==> src/rtl/tpc_map.svh <==
/*
 register map, field positions and reset values of the timer counter core.
 assumes byte addressing on an 8-bit avalon address, one 32-bit word per register.
*/
// Behaviour
// - edge pwm period is modulo plus one
// - channel value sets edge pwm transition point
// - period end and transition raise event flags
// - edge pwm channels share period, aligned starts
// - center pwm period twice modulo, pulse twice value
// - center counter counts up, then down, repeats
// - center output: active down-match, inactive up-match
// - modulo zero or all ones runs free
// - counter reads never disturb counting
// - any counter write clears the counter
// - center mode disables capture, compare, edge pwm
// - otherwise each channel picks its own mode
// - one pin per channel, one to eight
// - unused pins return to general port logic
// - after reset nothing enabled, pins general
// - source select: none, bus, crystal, external
// - external clock synchronised by bus clock
// - external-clock channel keeps software timer use
// - capture edge copies counter, sets flag
// - compare match sets flag, does pin action
// - edge pwm: active from zero, inactive from match
// - overflow flag set on wrap to zero
`ifndef TPC_MAP_SVH
`define TPC_MAP_SVH
`define TPC_OFS_CTRL     8'h00
`define TPC_OFS_CNT      8'h04
`define TPC_OFS_MOD      8'h08
`define TPC_OFS_CH_BASE  8'h10
`define TPC_CTRL_PS_LSB  0
`define TPC_CTRL_SRC_LSB 3
`define TPC_CTRL_CTR_BIT 5
`define TPC_FLAG_BIT     7
`define TPC_CH_ELS_LSB   2
`define TPC_CH_MODE_LSB  4
`define TPC_MOD_FREE     16'hffff
`define TPC_MOD_RST      16'h0000
`endif

==> src/rtl/tpc_pkg.sv <==
/*
 types of the timer counter core: bus request carrier, enumerations and state.
 assumes tpc_map.svh is compiled with it.
*/
package tpc_pkg;
    // avalon request bundle from the master
    typedef struct packed {
        logic        read;
        logic        write;
        logic [7:0]  address;
        logic [31:0] writedata;
    } tpc_av_req_t;

    // count source choice
    typedef enum logic [1:0] {
        TPC_SRC_NONE = 2'b00,
        TPC_SRC_BUS  = 2'b01,
        TPC_SRC_XTAL = 2'b10,
        TPC_SRC_EXT  = 2'b11
    } tpc_src_t;

    // channel function
    typedef enum logic [1:0] {
        TPC_CH_CAP  = 2'b00,
        TPC_CH_CMP  = 2'b01,
        TPC_CH_PWM  = 2'b10,
        TPC_CH_PWMB = 2'b11
    } tpc_chmode_t;

    // per-channel state
    typedef struct packed {
        tpc_chmode_t mode;
        logic [1:0]  els;
        logic        flag;
        logic [15:0] val;
        logic        ps1;
        logic        ps2;
        logic        ps3;
        logic        out;
        logic        oe;
        logic        own;
    } tpc_chan_t;

    // shared counter and bus state
    typedef struct packed {
        tpc_src_t    src;
        logic [2:0]  ps;
        logic        center;
        logic        ovf;
        logic [15:0] cnt;
        logic [15:0] modv;
        logic        down;
        logic [6:0]  pre;
        logic        xs1;
        logic        xs2;
        logic        xs3;
        logic        es1;
        logic        es2;
        logic        es3;
        logic        wreq;
        logic [31:0] rdata;
    } tpc_core_t;
endpackage

==> src/rtl/tpc_core.sv <==
/*
 timer counter core: 16-bit counter, prescaler, 1..8 capture/compare/pwm
 channels and an avalon-mm slave with waitrequest.
 assumes one bus clock; pins and clock inputs are asynchronous and are
 synchronised here; port logic outside muxes the pin by channel_pin_own.
*/
`timescale 1ns/100ps
`include "tpc_map.svh"
module tpc_core
    import tpc_pkg::*;
#(
    parameter int NCH = 2                          // channel count, 1..8
) (
    input  wire logic         clock,
    input  wire logic         rst,
    input  wire logic         ce,
    input  tpc_av_req_t       av_req,
    output logic [31:0]       readdata,
    output logic              waitrequest,
    input  wire logic [NCH-1:0] channel_pin_in,
    input  wire logic         external_count_clock,
    input  wire logic         crystal_clock_in,
    output logic [NCH-1:0]    channel_pin_out,
    output logic [NCH-1:0]    channel_pin_oe,
    output logic [NCH-1:0]    channel_pin_own
);
    // whole module state
    typedef struct packed {
        tpc_core_t              c;
        tpc_chan_t [NCH-1:0]    ch;
    } tpc_state_t;

    tpc_state_t     st;        // registered state
    tpc_state_t     s;         // next state
    logic           acc;       // request taken this edge
    logic           wr;        // write taken this edge
    logic           stk;       // source tick before prescaler
    logic           tick;      // prescaled count enable
    logic           wrap;      // counter period end
    logic           cnt_wr;    // counter write taken
    logic [15:0]    emod;      // effective modulo
    logic [15:0]    cnt_n;     // next counter value
    logic           dn_n;      // next direction
    logic [7:0]     lim;       // prescaler end value
    logic [3:0]     csel;      // addressed channel
    logic           chit;      // channel address valid
    logic [NCH-1:0] match;     // compare match per channel
    logic [NCH-1:0] ic_hit;    // capture event per channel
    logic [NCH-1:0] act;       // channel function enabled
    logic [NCH-1:0] rise;      // synced pin rising
    logic [NCH-1:0] fall;      // synced pin falling

    // channel index of a byte address
    function automatic logic [3:0] tpc_chan_idx(input logic [7:0] a);
        logic [7:0] o;
        o = a - `TPC_OFS_CH_BASE;
        // offsets past the channel window get an index no channel has, so no alias
        return o[7] ? 4'hf : o[6:3];
    endfunction

    // address decode, used for read and write
    always_comb begin
        csel = tpc_chan_idx(av_req.address);
        chit = (av_req.address >= `TPC_OFS_CH_BASE) && (int'(csel) < NCH);
    end

    // next state
    always_comb begin
        s = st;
        // one wait cycle: request seen, answer on the next edge
        acc = (av_req.read || av_req.write) && !st.c.wreq;
        wr = acc && av_req.write;
        s.c.wreq = !((av_req.read || av_req.write) && st.c.wreq);
        cnt_wr = wr && (av_req.address == `TPC_OFS_CNT);

        // two flops before anything looks at the clock pins
        s.c.xs1 = crystal_clock_in;
        s.c.xs2 = st.c.xs1;
        s.c.xs3 = st.c.xs2;
        s.c.es1 = external_count_clock;
        s.c.es2 = st.c.es1;
        s.c.es3 = st.c.es2;

        // source choice; the external edge test relies on a slow clock
        case (st.c.src)
            TPC_SRC_NONE: stk = 1'b0;
            TPC_SRC_BUS:  stk = 1'b1;
            TPC_SRC_XTAL: stk = st.c.xs2 && !st.c.xs3;
            TPC_SRC_EXT:  stk = st.c.es2 && !st.c.es3;
            default:      stk = 1'b0;
        endcase

        // prescaler turns source ticks into a single-cycle enable
        lim = (8'h01 << st.c.ps) - 8'h01;
        tick = stk && (st.c.pre == lim[6:0]);
        if (tick) begin
            s.c.pre = 7'h00;
        end else if (stk) begin
            s.c.pre = st.c.pre + 7'h01;
        end

        // zero and all ones both mean full range
        emod = (st.c.modv == 16'h0000) ? `TPC_MOD_FREE : st.c.modv;

        // counter
        cnt_n = st.c.cnt;
        dn_n = st.c.down;
        wrap = 1'b0;
        if (tick) begin
            if (!st.c.center) begin
                dn_n = 1'b0;
                if (st.c.cnt >= emod) begin
                    cnt_n = 16'h0000;
                    wrap = 1'b1;
                end else begin
                    cnt_n = st.c.cnt + 16'h0001;
                end
            end else if (!st.c.down) begin
                if (st.c.cnt >= emod) begin
                    dn_n = 1'b1;
                    cnt_n = st.c.cnt - 16'h0001;
                end else begin
                    cnt_n = st.c.cnt + 16'h0001;
                end
            end else if (st.c.cnt == 16'h0000) begin
                dn_n = 1'b0;
                cnt_n = 16'h0001;
                wrap = 1'b1;
            end else begin
                cnt_n = st.c.cnt - 16'h0001;
            end
        end
        // any value written restarts counting from zero
        if (cnt_wr) begin
            cnt_n = 16'h0000;
            dn_n = 1'b0;
            s.c.pre = 7'h00;
        end
        s.c.cnt = cnt_n;
        s.c.down = dn_n;

        // control and modulo writes
        if (wr && (av_req.address == `TPC_OFS_CTRL)) begin
            s.c.ps = av_req.writedata[`TPC_CTRL_PS_LSB +: 3];
            s.c.src = tpc_src_t'(av_req.writedata[`TPC_CTRL_SRC_LSB +: 2]);
            s.c.center = av_req.writedata[`TPC_CTRL_CTR_BIT];
            // writing zero clears, writing one is ignored
            if (!av_req.writedata[`TPC_FLAG_BIT]) begin
                s.c.ovf = 1'b0;
            end
        end
        if (wr && (av_req.address == `TPC_OFS_MOD)) begin
            s.c.modv = av_req.writedata[15:0];
        end
        // set after clear, so an overflow in the clear cycle survives
        if (wrap) begin
            s.c.ovf = 1'b1;
        end

        // channels
        for (int i = 0; i < NCH; i++) begin
            s.ch[i].ps1 = channel_pin_in[i];
            s.ch[i].ps2 = st.ch[i].ps1;
            s.ch[i].ps3 = st.ch[i].ps2;
            rise[i] = st.ch[i].ps2 && !st.ch[i].ps3;
            fall[i] = !st.ch[i].ps2 && st.ch[i].ps3;
            // pin owned only with edge/level bits set and a source running
            act[i] = (st.ch[i].els != 2'b00) && (st.c.src != TPC_SRC_NONE);
            match[i] = tick && (cnt_n == st.ch[i].val);
            ic_hit[i] = 1'b0;

            // software writes first, hardware events below win
            if (wr && chit && (csel == 4'(i))) begin
                if (av_req.address[2]) begin
                    s.ch[i].val = av_req.writedata[15:0];
                end else begin
                    s.ch[i].els = av_req.writedata[`TPC_CH_ELS_LSB +: 2];
                    s.ch[i].mode = tpc_chmode_t'(av_req.writedata[`TPC_CH_MODE_LSB +: 2]);
                    if (!av_req.writedata[`TPC_FLAG_BIT]) begin
                        s.ch[i].flag = 1'b0;
                    end
                end
            end

            if (st.c.center) begin
                // mode bits ignored, all channels follow the up/down count
                if (match[i]) begin
                    s.ch[i].flag = 1'b1;
                    if (act[i]) begin
                        s.ch[i].out = dn_n ? !st.ch[i].els[0] : st.ch[i].els[0];
                    end
                end
            end else begin
                case (st.ch[i].mode)
                    TPC_CH_CAP: begin
                        ic_hit[i] = act[i] && (
                            ((st.ch[i].els == 2'b01) && rise[i]) ||
                            ((st.ch[i].els == 2'b10) && fall[i]) ||
                            ((st.ch[i].els == 2'b11) && (rise[i] || fall[i])));
                        if (ic_hit[i]) begin
                            s.ch[i].val = st.c.cnt;
                            s.ch[i].flag = 1'b1;
                        end
                    end
                    TPC_CH_CMP: begin
                        // flag works with no pin action, e.g. on the clock pin
                        if (match[i]) begin
                            s.ch[i].flag = 1'b1;
                            if (act[i]) begin
                                case (st.ch[i].els)
                                    2'b01:   s.ch[i].out = !st.ch[i].out;
                                    2'b10:   s.ch[i].out = 1'b0;
                                    2'b11:   s.ch[i].out = 1'b1;
                                    default: s.ch[i].out = st.ch[i].out;
                                endcase
                            end
                        end
                    end
                    default: begin
                        // shared counter gives every channel the same start
                        if (tick && (cnt_n == 16'h0000)) begin
                            s.ch[i].out = !st.ch[i].els[0];
                        end
                        // a match at zero wins, giving zero duty
                        if (match[i]) begin
                            s.ch[i].out = st.ch[i].els[0];
                            s.ch[i].flag = 1'b1;
                        end
                    end
                endcase
            end
            // drive enable: capture keeps the pin an input except in center mode
            s.ch[i].own = act[i];
            s.ch[i].oe = act[i] && (st.c.center || (st.ch[i].mode != TPC_CH_CAP));
        end

        // read data, latched on the request cycle; reads have no side effect
        if ((av_req.read || av_req.write) && st.c.wreq) begin
            case (av_req.address)
                `TPC_OFS_CTRL: s.c.rdata = {24'h000000, st.c.ovf, 1'b0,
                                            st.c.center, st.c.src, st.c.ps};
                `TPC_OFS_CNT:  s.c.rdata = {16'h0000, st.c.cnt};
                `TPC_OFS_MOD:  s.c.rdata = {16'h0000, st.c.modv};
                default: begin
                    if (chit && av_req.address[2]) begin
                        s.c.rdata = {16'h0000, st.ch[csel].val};
                    end else if (chit) begin
                        s.c.rdata = {24'h000000, st.ch[csel].flag, 1'b0,
                                     st.ch[csel].mode, st.ch[csel].els, 2'b00};
                    end else begin
                        s.c.rdata = 32'h00000000;    // unmapped reads zero
                    end
                end
            endcase
        end
    end

    // state register; reset leaves every function off
    always_ff @(posedge clock) begin
        if (rst) begin
            st <= '0;
            st.c.wreq <= 1'b1;
        end else if (ce) begin
            st <= s;
        end
    end

    // outputs straight from the state flops
    assign readdata = st.c.rdata;
    assign waitrequest = st.c.wreq;
    // one pin per channel
    for (genvar g = 0; g < NCH; g++) begin : g_pin
        assign channel_pin_out[g] = st.ch[g].out;
        assign channel_pin_oe[g] = st.ch[g].oe;
        assign channel_pin_own[g] = st.ch[g].own;
    end
endmodule

==> config.mk <==
export PLATFORM = sky130hd
export DESIGN_NAME = tpc_core
export DESIGN_NICKNAME = d
export VERILOG_FILES = /design/src/rtl/tpc_pkg.sv /design/src/rtl/tpc_core.sv
export VERILOG_INCLUDE_DIRS = /design/src /design/src/rtl
export SDC_FILE = /design/constraint.sdc
export NUM_CORES = 1
export LEC_CHECK = 0
export BUFFER_PORTS_ARGS = -buffer_cell sky130_fd_sc_hd__buf_2
export CAP_MARGIN = 20
export CORE_MARGIN = 4
export CORE_UTILIZATION = 50
export CTS_BUF_LIST = sky130_fd_sc_hd__clkbuf_8
export CTS_CLUSTER_SIZE = 14
export DETAILED_ROUTE_END_ITERATION = 10
export HOLD_SLACK_MARGIN = 0.05
export PLACE_DENSITY = 0.68
export SYNTH_ARGS = -nofsm -noshare
export SYNTH_HDL_FRONTEND = slang
export SYNTH_SLANG_ARGS = --single-unit
==> constraint.sdc <==
create_clock -name clock -period 5.4 [get_ports clock]
set_clock_uncertainty 0.15 [all_clocks]
set_input_delay 1.35 -clock clock [delete_from_list [all_inputs] [get_ports clock]]
set_output_delay 1.35 -clock clock [all_outputs]
set_load 0.02 [all_outputs]
# Word-level counts from Yosys, hierarchy flattened

Cells that the tools add are included.

Output and inout port bits: 39
Register bits after elaboration: 140
Input port bits: 49
Logic and storage cells: 228

Magnitude comparators: 4
$add $sub $neg: 5
Shift-type cells: 1
Multiplexer cells: 71
Equal/unequal tests: 30
Bitwise gates (word level): 1
Reduce and logical (&&, ||, !) cells: 80

Operators with widths:

| operator              | count |
|---|---|
| $mux 16               | 15 |
| $mux 17               | 4 |
| $mux 27               | 2 |
| $logic_not 16->1      | 3 |
| $pmux 16 s3           | 1 |
| $mux 1                | 39 |
| $logic_and 1x1->1     | 33 |
| $eq 16x16->1          | 2 |
| $mux 7                | 3 |
| $add 16x1->16 const B | 1 |
| $ge 16x16->1          | 1 |
| $reduce_and 8->1      | 2 |
| $reduce_bool 2->1     | 8 |
| $sub 16x1->16 const B | 1 |
| $eq 2x2->1 const B    | 6 |
| $logic_not 1->1       | 12 |
| $ne 2x2->1 const B    | 6 |
| $eq 2x1->1 const B    | 5 |
| $ne 2x1->1 const B    | 5 |
| $ne 5x5->1 const B    | 2 |
| $logic_or 1x1->1      | 9 |
| $reduce_and 3->1      | 3 |
| $eq 8x3->1 const B    | 1 |
| $eq 8x4->1 const B    | 1 |
| other kinds (19)      | 27 |

# Longest topological paths before layout

Gate-level depths: netlist of the first run.

Depth after elaboration: 14
Mapped depth: 20
Mapped depth without buffers: 16

# Least setup slack after synthesis of the first run

No wires, ideal clock.

Kind: reg-to-reg
From: register st[103] in the netlist's numbering
To: register st (netlist bit channel_pin_out[0])
Data required time: 5118 ps
Path buffers: 2
Arrival time: 4425 ps
Setup time: 132 ps
Cell stages (with the launch flop): 18
Path slack: 693 ps
Clock period less this slack: 4707 ps
Path through: dfxtp_1 -> nor4_1 -> and4_1 -> clkbuf_1 -> clkbuf_1 -> nor2_1 -> ha_1 -> and4_1 -> nand3_1 -> o211ai_1 -> nor4_1 -> o21a_1 -> o31a_1 -> or4_1 -> or4b_1 -> a211oi_2 -> nand2b_1 -> a21oi_1

Word-level cells in the longest chain between the ends: 13
Elaborated cells between the ends (all ways): 28
Those cells by class: order compare: 1; eq/ne: 3; mux: 18; reduce/logical: 6

Ends and longest elaborated chain:

| item                     | RTL line                         | RTL |
|---|---|---|
| start: declaration       | tpc_core.sv:33                   | `tpc_state_t st;` |
| start signal: assignment | tpc_core.sv:264                  | `st <= s;` |
| $logic_not 16->1         | tpc_core.sv:103                  | `` emod = (st.c.modv == 16'h0000) ? `TPC_MOD_FREE : st.c.modv; `` |
| $mux 16 (*)              | tpc_core.sv:103                  |  |
| $ge 16x16->1 (*)         | tpc_core.sv:112, tpc_core.sv:119 |  |
| $mux 16                  | tpc_core.sv:119                  | `if (st.c.cnt >= emod) begin` |
| $mux 16                  | tpc_core.sv:118                  | `end else if (!st.c.down) begin` |
| $mux 16                  | tpc_core.sv:110                  | `if (!st.c.center) begin` |
| $mux 16                  | tpc_core.sv:109                  | `if (tick) begin` |
| $mux 16                  | tpc_core.sv:134                  | `if (cnt_wr) begin` |
| $eq 16x16->1             | tpc_core.sv:169                  | `match[i] = tick && (cnt_n == st.ch[i].val);` |
| $logic_and 1x1->1        | tpc_core.sv:169                  |  |
| $mux 1                   | tpc_core.sv:225                  | `if (match[i]) begin` |
| $pmux 1 s2               | tpc_core.sv:194                  | `case (st.ch[i].mode)` |
| $mux 1                   | tpc_core.sv:185                  | `if (st.c.center) begin` |

Mark *: on every way between the ends. The rest lies on a longest branch, timed or not. The select of a mux whose other input is x is not followed.
A chain may end at the register's enable or synchronous reset.

# Worst setup path after layout of the first run

From: register st[103] in the netlist's numbering
To: register st (netlist bit channel_pin_out[1])

The elaborated chain is that of the path after synthesis.

==> reports/summary.txt, run 1 <==
Outcome = finished, final reports clean
Setup Crit Path Kind = flop to flop
Pin count of the biggest net entering global routing = 91
CTS clk-pin slew, worst paths = 0.07 ns
Sequential share of the synthesized area = 28.6%
Post-DP HPWL = 22700 um
Worst skew pair latency = 0.46 ns
Area Overhead vs Synth = 10.5%
Number of synthesized flops with an enable pin = 0
Count leader, synth = nor2_1
RR Startpoint = st[103]
Starting Density = 51.7%
Max-slew violation count = 0
Netlist Area Pre-Place = 8670 um2
CP Max Fanout = 10
Power per standard cell area = 196 nW/um2
Post-layout min period = 5.12 ns
Slew @ Worst Pin = 1.01 ns
Core Region = 16800 um2
Clock sink count = 124
Crit. End Element = flop
Finished Core Util = 57.1%
Boundary Pins = 88
Top-area cell type share of the netlist area = 28.6%
Critical Path AT = 5.36 ns
Post-Route WL = 30800 um
Initial DRC Count = 1202
Area of the multi-input gates = 5510 um2
DIE AREA = 19500 um2
Core Rows = 47
Post-DRT Antenna Nets = 0
H-tree depth = 4
Warning count from the yosys run = 0
Netlist cell types = 83
Max-Cap Viols = 0
First-pass GRT wire length = 47600 um
Synth cell count leaders = nor2_1, dfxtp_1, nand2_1
Longest Clk Path Bufs = 2
Reg2Reg Depth = 18
Endpoints failing hold = 0
FMAX = 195 MHz
ANT cells = 0
Wirelength per Cell = 21.8 um
Dominant synthesized flop cell = dfxtp_1
CTS tree = done
Ys async rst share = 0%
DRC errors left = 0
Clock Tree Root = clkbuf_8
Worst min path class = flop to flop
Fraction of layout cells with a size suffix above 1 = 15.3%
Drt pass-1 iters = 5
Avg Cell Area, Syn = 7.60 um2
LEAKAGE = 3.79 nW
Sequential Area = 2480 um2
RSZ-0062 raised after global routing = no
Period utilization = 94.8%
R2r setup slk = 0.28 ns
CTS Buf Count = 17
Largest area contributor in the netlist = dfxtp_1
Post-route setup TNS = 0 ns
# nets final = 1255
Vias in the first global route = 8211
CP required = 5.64 ns
I/O Buffers = 55
Synth top area cells = dfxtp_1, nor2_1, mux2i_1
#FFs+latches synth = 124
Chip Width = 140 um
Postcts setup bufs = 0
Initial antenna violation count = 0
Total gr overflow = 0
GR Util All Layers = 30.8%
Worst R2R End = channel_pin_out[1]
Final Wtd Congestion = 1.03
VDD IR max = 139 uV
Critical path origin = st[103]
Vias/cell = 6.46
Synth Instances = 1141
Setup crit end = channel_pin_out[1]
Setup violators final = 0
Rel. slew slack = 32.6%
Die Height = 140 um
Via count = 9128
Fillers = 1600
CP Launch Type = flop
-- cells in the final DEF, fill, tap and decap left out, drive strengths merged, types with 14 or more instances in the layout --
| master | n |
|---|---|
| clkbuf | 20 |
| xnor2 | 26 |
| o22ai | 45 |
| buf | 127 |
| dfxtp | 124 |
| nor2 | 163 |
| conb | 16 |
| nor4 | 23 |
| nand2b | 14 |
| ha | 26 |
| o21ai | 32 |
| a211oi | 42 |
| xor2 | 14 |
| nand3 | 23 |
| nor3 | 39 |
| inv | 32 |
| nand2 | 109 |
| a21oi | 68 |
| mux2i | 57 |
-- how the worst min path moves through the flow --
stage	startpoint	to	slack, ns	cells past startpoint
after global placement	channel_pin_oe[1]	channel_pin_oe[1]	0.30	2
after CTS	channel_pin_oe[1]	channel_pin_oe[1]	0.32	2
after floorplan	channel_pin_oe[1]	channel_pin_oe[1]	0.29	2
final	channel_pin_oe[1]	channel_pin_oe[1]	0.32	2
after detailed placement	channel_pin_oe[1]	channel_pin_oe[1]	0.31	2
after global routing	channel_pin_oe[1]	channel_pin_oe[1]	0.34	2
-- cell type report --
type | instances | share of cell area [%]
Clock inverter | 12 | 0.941
Inverter | 30 | 1.18
Clock buffer | 20 | 2.87
Tap cell | 220 | 2.87
Multi-Input combinational cell | 880 | 57.5
Timing Repair Buffer | 127 | 8.67
Sequential cell | 124 | 25.9
-- through the flow --
step | area [um2] | total power [mW] | instances | hold WS, ns | setup WS, ns
4_1_cts | 9570 | 1.88 | 1413 | 0.321 | 0.312
3_3_place_gp | 9210 | 1.13 | 1381 | 0.301 | 0.286
6_report | 9580 | 1.88 | 1413 | 0.322 | 0.280
2_1_floorplan | 8720 | 1.08 | 1156 | 0.291 | 0.693
3_5_place_dp | 9210 | 1.13 | 1381 | 0.306 | 0.265
5_1_grt | 9580 | 1.93 | 1413 | 0.340 | 0.0789
-- layer usage --
| layer | share of wire [%] | vias to the layer above | track usage, % |
|---|---|---|---|
| met4 | 3.8 | 0 | 11.8 |
| met1 | 42 | 4278 | 43.1 |
| met5 | 0 | - | 0 |
| li1 | - | 4189 | - |
| met2 | 44 | 571 | 46.5 |
| met3 | 11 | 90 | 6.48 |
-- registers in the layout, summed over array words and instances, names as in the netlist --
| signal | count |
|---|---|
| st | 93 |
| readdata | 16 |
| s | 8 |
| channel_pin_oe | 2 |
| channel_pin_out | 2 |
| channel_pin_own | 2 |
| waitrequest | 1 |
-- power breakdown --
part | switching, mW | internal (mW) | leakage (nW) | total, mW
Clock | 0.412 | 0.356 | 0.175 | 0.768
Sequential | 0.00767 | 0.927 | 1.00 | 0.935
Combinational | 0.119 | 0.0548 | 2.61 | 0.173
Total | 0.538 | 1.34 | 3.79 | 1.88
-- worst max-delay path, stage by stage (launching register included) --
cell and delay [ns]:
dfxtp_1 0.36, nor4_1 0.33, and4_1 0.26, buf_4 0.17, nor2_1 0.06, ha_1 0.31, and4_1 0.27, nand2_1 0.11
a311o_2 0.42, a31oi_2 0.34, buf_4 0.24, mux2i_2 0.12, a211oi_1 0.58, xnor2_1 0.25, and4_1 0.30, nand4_1 0.20
buf_4 0.22, a21oi_1 0.17, mux2i_1 0.19
-- what timing repair did --
action,4_1_cts,5_1_grt
hold endpoints to repair,0,0
hold buffers,0,0
gates resized for setup,0,1
setup endpoints to repair,0,1
-- logic make-up after synthesis --
logic type	after synthesis	share of synthesized area [%]
simple gates	452	25.0
fa+ha+maj	26	3.75
buf+inv	152	8.46
mux	60	7.10
compound gates	286	22.9
xor+xnor	40	4.04
other cells	1	0.0433
flops	124	28.6
Power figures use the tool's default switching activity.
==> run 2: changes to the inputs <==
Settings changed: CORE_UTILIZATION 50 to 35, GPL_ROUTABILITY_DRIVEN set to 0, PLACE_DENSITY 0.68 to 0.51.
==> run 2 against run 1 <==
Net effect:
- via count shrank 4.1%
- worst hold slack got worse by 0.0054 ns
- cell count up 6.9%
- non-clock buffer count is 6 lower
- global-route usage fell by 7.5 points
- largest power group unchanged
==> reports/summary.txt, run 2 (synthesis results as in run 1) <==
VDD IR max = 143 uV
Flop pwr share = 46.8%
Period utilization = 96.2%
ANT cells = 0
CP cell instances = nor4_4, and4_1, buf_4, nor2_1, ha_1, and4_1, a21oi_1, o211a_2, buf_4, nand3_1, buf_4, nor4b_1, o31a_1, buf_4, xnor2_1, nor4bb_1, nand4_1, mux2_2, nand3_1, a21oi_1
Fraction of layout cells with a size suffix above 1 = 15.1%
Largest reg by FF count = st
Setup violators final = 0
Clock sink count = 124
Core Rows = 57
Most frequent cells in the layout = nor2_1, dfxtp_1, nand2_1, a21oi_1, buf_4
DRC errors left = 0
Vias/cell = 5.80
Final Non-Filler Cells = 1510
Longest Clk Path Bufs = 2
Worst min path class = flop to flop
Post-DRT Antenna Nets = 0
Total gr overflow = 0
CTS Buf Count = 17
Critical Path AT = 5.34 ns
CP required = 5.55 ns
Fillers = 2558
Final WS setup = 0.205 ns
Dpl ws = 0.0588 ns
Max reg flops = 93
Placed insts = 1479
Endpoints failing hold = 0
Worst skew pair latency = 0.46 ns
Clk pwr share = 44.8%
Slew @ Worst Pin = 1.10 ns
LEAKAGE = 3.81 nW
I/O Buffers = 55
Switching share of power = 27.4%
Post-DP HPWL = 23600 um
Max incr delay on CP = 0.41 ns
Internal = 1.45 mW
Postcts setup bufs = 0
Die Height = 165 um
CP Launch Type = flop
CP Max Fanout = 16
Max-slew violation count = 0
First-pass GRT wire length = 48600 um
Core Region = 24300 um2
Post-Route WL = 32200 um
Initial DRC Count = 833
P_sw = 548 uW
Vias in the first global route = 8180
RR Startpoint = st[103]
Hold path start = channel_pin_oe[1]
Chip Width = 165 um
Wirelength per Cell = 21.3 um
Hold buffers post-CTS = 0
Via count = 8758
CP top delay family = simple AND/OR/NAND/NOR gates
Max-Cap Viols = 0
Area Overhead vs Synth = 12.7%
CTS tree = done
DIE AREA = 27300 um2
# nets final = 1249
H-tree depth = 4
Initial antenna violation count = 1
Starting Density = 35.6%
Outcome = finished, final reports clean
Boundary Pins = 88
Combinational power share = 8.4%
Slowest cell on crit path = mux2_2
CTS clk-pin slew, worst paths = 0.09 ns
CP bufs+invs = 4
Crit-path most repeated cell = buf_4
GR Util All Layers = 23.3%
Clock Tree Root = clkbuf_8
Setup Crit Path Kind = flop to flop
Post-layout min period = 5.20 ns
Crit. End Element = flop
Rel. slew slack = 26.9%
Pin count of the biggest net entering global routing = 85
Drt pass-1 iters = 5
Power per standard cell area = 204 nW/um2
Critical path origin = st[103]
FMAX = 192 MHz
Most common cell after layout, fill and taps aside = nor2_1
[run 2: cell types whose count changed in the layout (fill, tap and decap cells not counted), moves of 2 or more]
cell       delta
buf_12        +2
inv_6         +2
nor4_1        -2
bufinv_16     +3
clkbuf_8      -2
buf_4         -7
[run 2: final timing paths]
check                            end  slack, ns  cells after the start
setup / recovery  channel_pin_out[0]       0.20                     20
hold reg to reg    channel_pin_oe[1]       0.32                      2
setup reg to reg  channel_pin_out[0]       0.20                     20
hold / removal     channel_pin_oe[1]       0.32                      2
[run 2: repair_timing]
action,4_1_cts,5_1_grt
resized for setup,1,4
pin swaps,0,5
endpoints found under the hold margin,0,0
setup endpoints to repair,1,3
[run 2: metal layers]
layer  track usage (%)  vias up  share of wire, %
met5                 0        -                 0
met4              8.10        0               3.0
met3              4.69       68               6.8
met2              36.8      361                45
met1              31.6     4149                45
li1                  -     4180                 -
[run 2: final cells by class]
type                       count  area (um2)  area share [%]
clock buffer                  18         248            2.54
clock inverter                13         165            1.69
inverter                      30         113            1.15
multi-input combinational    880        5540            56.7
sequential                   124        2480            25.4
tap                          324         405            4.15
timing repair buffer         121         813            8.33
[run 2: worst reg2reg max path, stage by stage, from the launching register on]
cell and delay, ns:
dfxtp_1 0.35, nor4_4 0.37, and4_1 0.23, buf_4 0.20
nor2_1 0.07, ha_1 0.30, and4_1 0.24, a21oi_1 0.20
o211a_2 0.30, buf_4 0.15, nand3_1 0.16, buf_4 0.20
nor4b_1 0.28, o31a_1 0.26, buf_4 0.16, xnor2_1 0.18
nor4bb_1 0.27, nand4_1 0.40, mux2_2 0.41, nand3_1 0.08
a21oi_1 0.06
[run 2: power by group through the flow]
stage	Combinational, mW	Clock (mW)	Sequential, mW
after floorplan	0.126	0	0.955
after global placement	0.167	0	0.956
after detailed placement	0.167	0	0.956
after CTS	0.168	0.908	0.935
after global routing	0.181	0.945	0.936
final	0.168	0.894	0.935
[run 2: through the flow]
stage / total power [mW] / setup TNS (ns) / cell area, um2 / util [%] / hold slack [ns]
6_report: 2.00 / 0 / 9770 / 40.2 / 0.317
4_1_cts: 2.01 / 0 / 9740 / 40.1 / 0.321
3_3_place_gp: 1.12 / 0 / 9320 / 38.3 / 0.300
5_1_grt: 2.06 / -0.0225 / 9770 / 40.2 / 0.355
3_5_place_dp: 1.12 / 0 / 9320 / 38.3 / 0.303
2_1_floorplan: 1.08 / 0 / 8720 / - / 0.291
==> run 3: changes to the inputs <==
Settings changed: CORE_UTILIZATION 35 to 55, PLACE_DENSITY 0.51 to 0.74.
==> run 3 against run 2 <==
Net effect:
- die area fell by 35%
- worst hold slack better by 0.0020 ns
- sequential share of layout area increased by 0.82 points
- worst setup slack worse by 0.0012 ns
- clock power shrank 5.8%
- the run now ends with DRC left
- cell area shrank 3.1%
- sequential cell count did not move
- register-to-register slack about the same
- cell count is 8.3% lower
- global-route usage grew 8.6 points
- via count is 3.9% higher
- highest routed layer unchanged
==> reports/summary.txt, run 3 (synthesis results as in run 1) <==
Outcome = finished with violations
Failing checks = DRC
LEAKAGE = 3.72 nW
Slew @ Worst Pin = 1.04 ns
Post-route setup TNS = 0 ns
Finished Core Util = 61.8%
Most common cell after layout, fill and taps aside = nor2_1
Endpoints failing hold = 0
H-tree depth = 4
Hold buffers post-CTS = 0
Max reg flops = 93
Power, Total = 1.94 mW
Post-Route WL = 29200 um
Initial DRC Count = 1191
Final WS setup = 0.204 ns
ANT cells = 0
CP cell instances = nor4_1, and4_1, buf_4, nor2_1, ha_1, and4_1, a21oi_1, o211a_2, a31o_2, o221ai_1, a222oi_1, and4b_1, nand4_1, or4b_1, a211oi_2, nand2b_1, a21oi_1
Area Overhead vs Synth = 9.18%
Dpl ws = 0.384 ns
Fraction of layout cells with a size suffix above 1 = 13.8%
Reg2Reg Depth = 17
Final Non-Filler Cells = 1385
Post-DP HPWL = 20900 um
CP required = 5.55 ns
CTS Buf Count = 17
CTS resizes = 0
VDD IR max = 181 uV
CP Max Fanout = 16
Max-Cap Viols = 0
Most frequent cells in the layout = nor2_1, dfxtp_1, nand2_1, a21oi_1, mux2i_1
Clock sink count = 124
FMAX = 192 MHz
Period utilization = 96.2%
CTS tree = done
Chip Width = 134 um
I/O Buffers = 55
Crit. End Element = flop
Post-DRT Antenna Nets = 0
Max-slew violation count = 0
Core Rows = 45
CP Launch Type = flop
RSZ-0062 raised after global routing = no
Worst hold stages = 2
Rel. slew slack = 30.6%
Largest reg by FF count = st
Drt pass-1 iters = 9
Worst min path class = flop to flop
Critical Path AT = 5.34 ns
Initial antenna violation count = 0
Setup Crit Path Kind = flop to flop
Hold_ws = 0.319 ns
Core Region = 15300 um2
Max incr delay on CP = 0.59 ns
Longest Clk Path Bufs = 2
Total gr overflow = 0
CTS clk-pin slew, worst paths = 0.08 ns
Vias/cell = 6.57
Pin count of the biggest net entering global routing = 88
Design area = 9460 um2
GR Util All Layers = 31.9%
DRC errors left = 1
Postcts setup bufs = 0
Wirelength per Cell = 21.1 um
Hold path start = channel_pin_oe[1]
Vias in the first global route = 8226
Area after DPL = 9070 um2
Worst skew pair latency = 0.47 ns
DIE AREA = 17800 um2
Slowest cell on crit path = or4b_1
RR Startpoint = st[111]
Starting Density = 56.6%
Post-layout min period = 5.20 ns
Boundary Pins = 88
# nets final = 1236
Power per standard cell area = 205 nW/um2
Fillers = 1437
Die Height = 134 um
Via count = 9102
Placed insts = 1353
Critical path origin = st[111]
Clock Tree Root = clkbuf_8
Setup violators final = 0
First-pass GRT wire length = 45000 um
[run 3: area by class of cell]
class                           count  area, um2  share of cell area, %
Clock buffer                       18        248                   2.62
Clock inverter                     14        144                   1.52
Multi-Input combinational cell    880       5510                   58.2
Tap cell                          211        264                   2.79
Inverter                           30        113                   1.19
Timing Repair Buffer              108        701                   7.40
Sequential cell                   124       2480                   26.2
[run 3: routing by layer]
| metal | GRT usage (%) | wire length (um) | share of wire (%) |
|---|---|---|---|
| met3 | 7.14 | 3350 | 11 |
| met1 | 41.7 | 11500 | 39 |
| met5 | 0 | 0 | 0 |
| met2 | 49.5 | 12800 | 44 |
| met4 | 16.1 | 1560 | 5.3 |
[run 3: path summary, 6_finish.rpt]
check / end / slack (ns)
max: channel_pin_out[0] / 0.20
min: channel_pin_oe[1] / 0.32
max reg2reg: channel_pin_out[0] / 0.20
min reg2reg: channel_pin_oe[1] / 0.32
[run 3: worst max-delay path: cells and delay by family (launching register included)]
| family | cells | cell delay [ns] |
|---|---|---|
| and+or+nand+nor | 8 | 2.12 |
| AOI/OAI and AO/OA | 7 | 1.90 |
| buffers and inverters | 1 | 0.20 |
| DFF | 1 | 0.35 |
| adders and majority gates | 1 | 0.30 |
[run 3: where the power goes]
group          internal (mW)  switching [mW]
logic                 0.0523           0.114
clock network          0.422           0.420
registers              0.927         0.00767
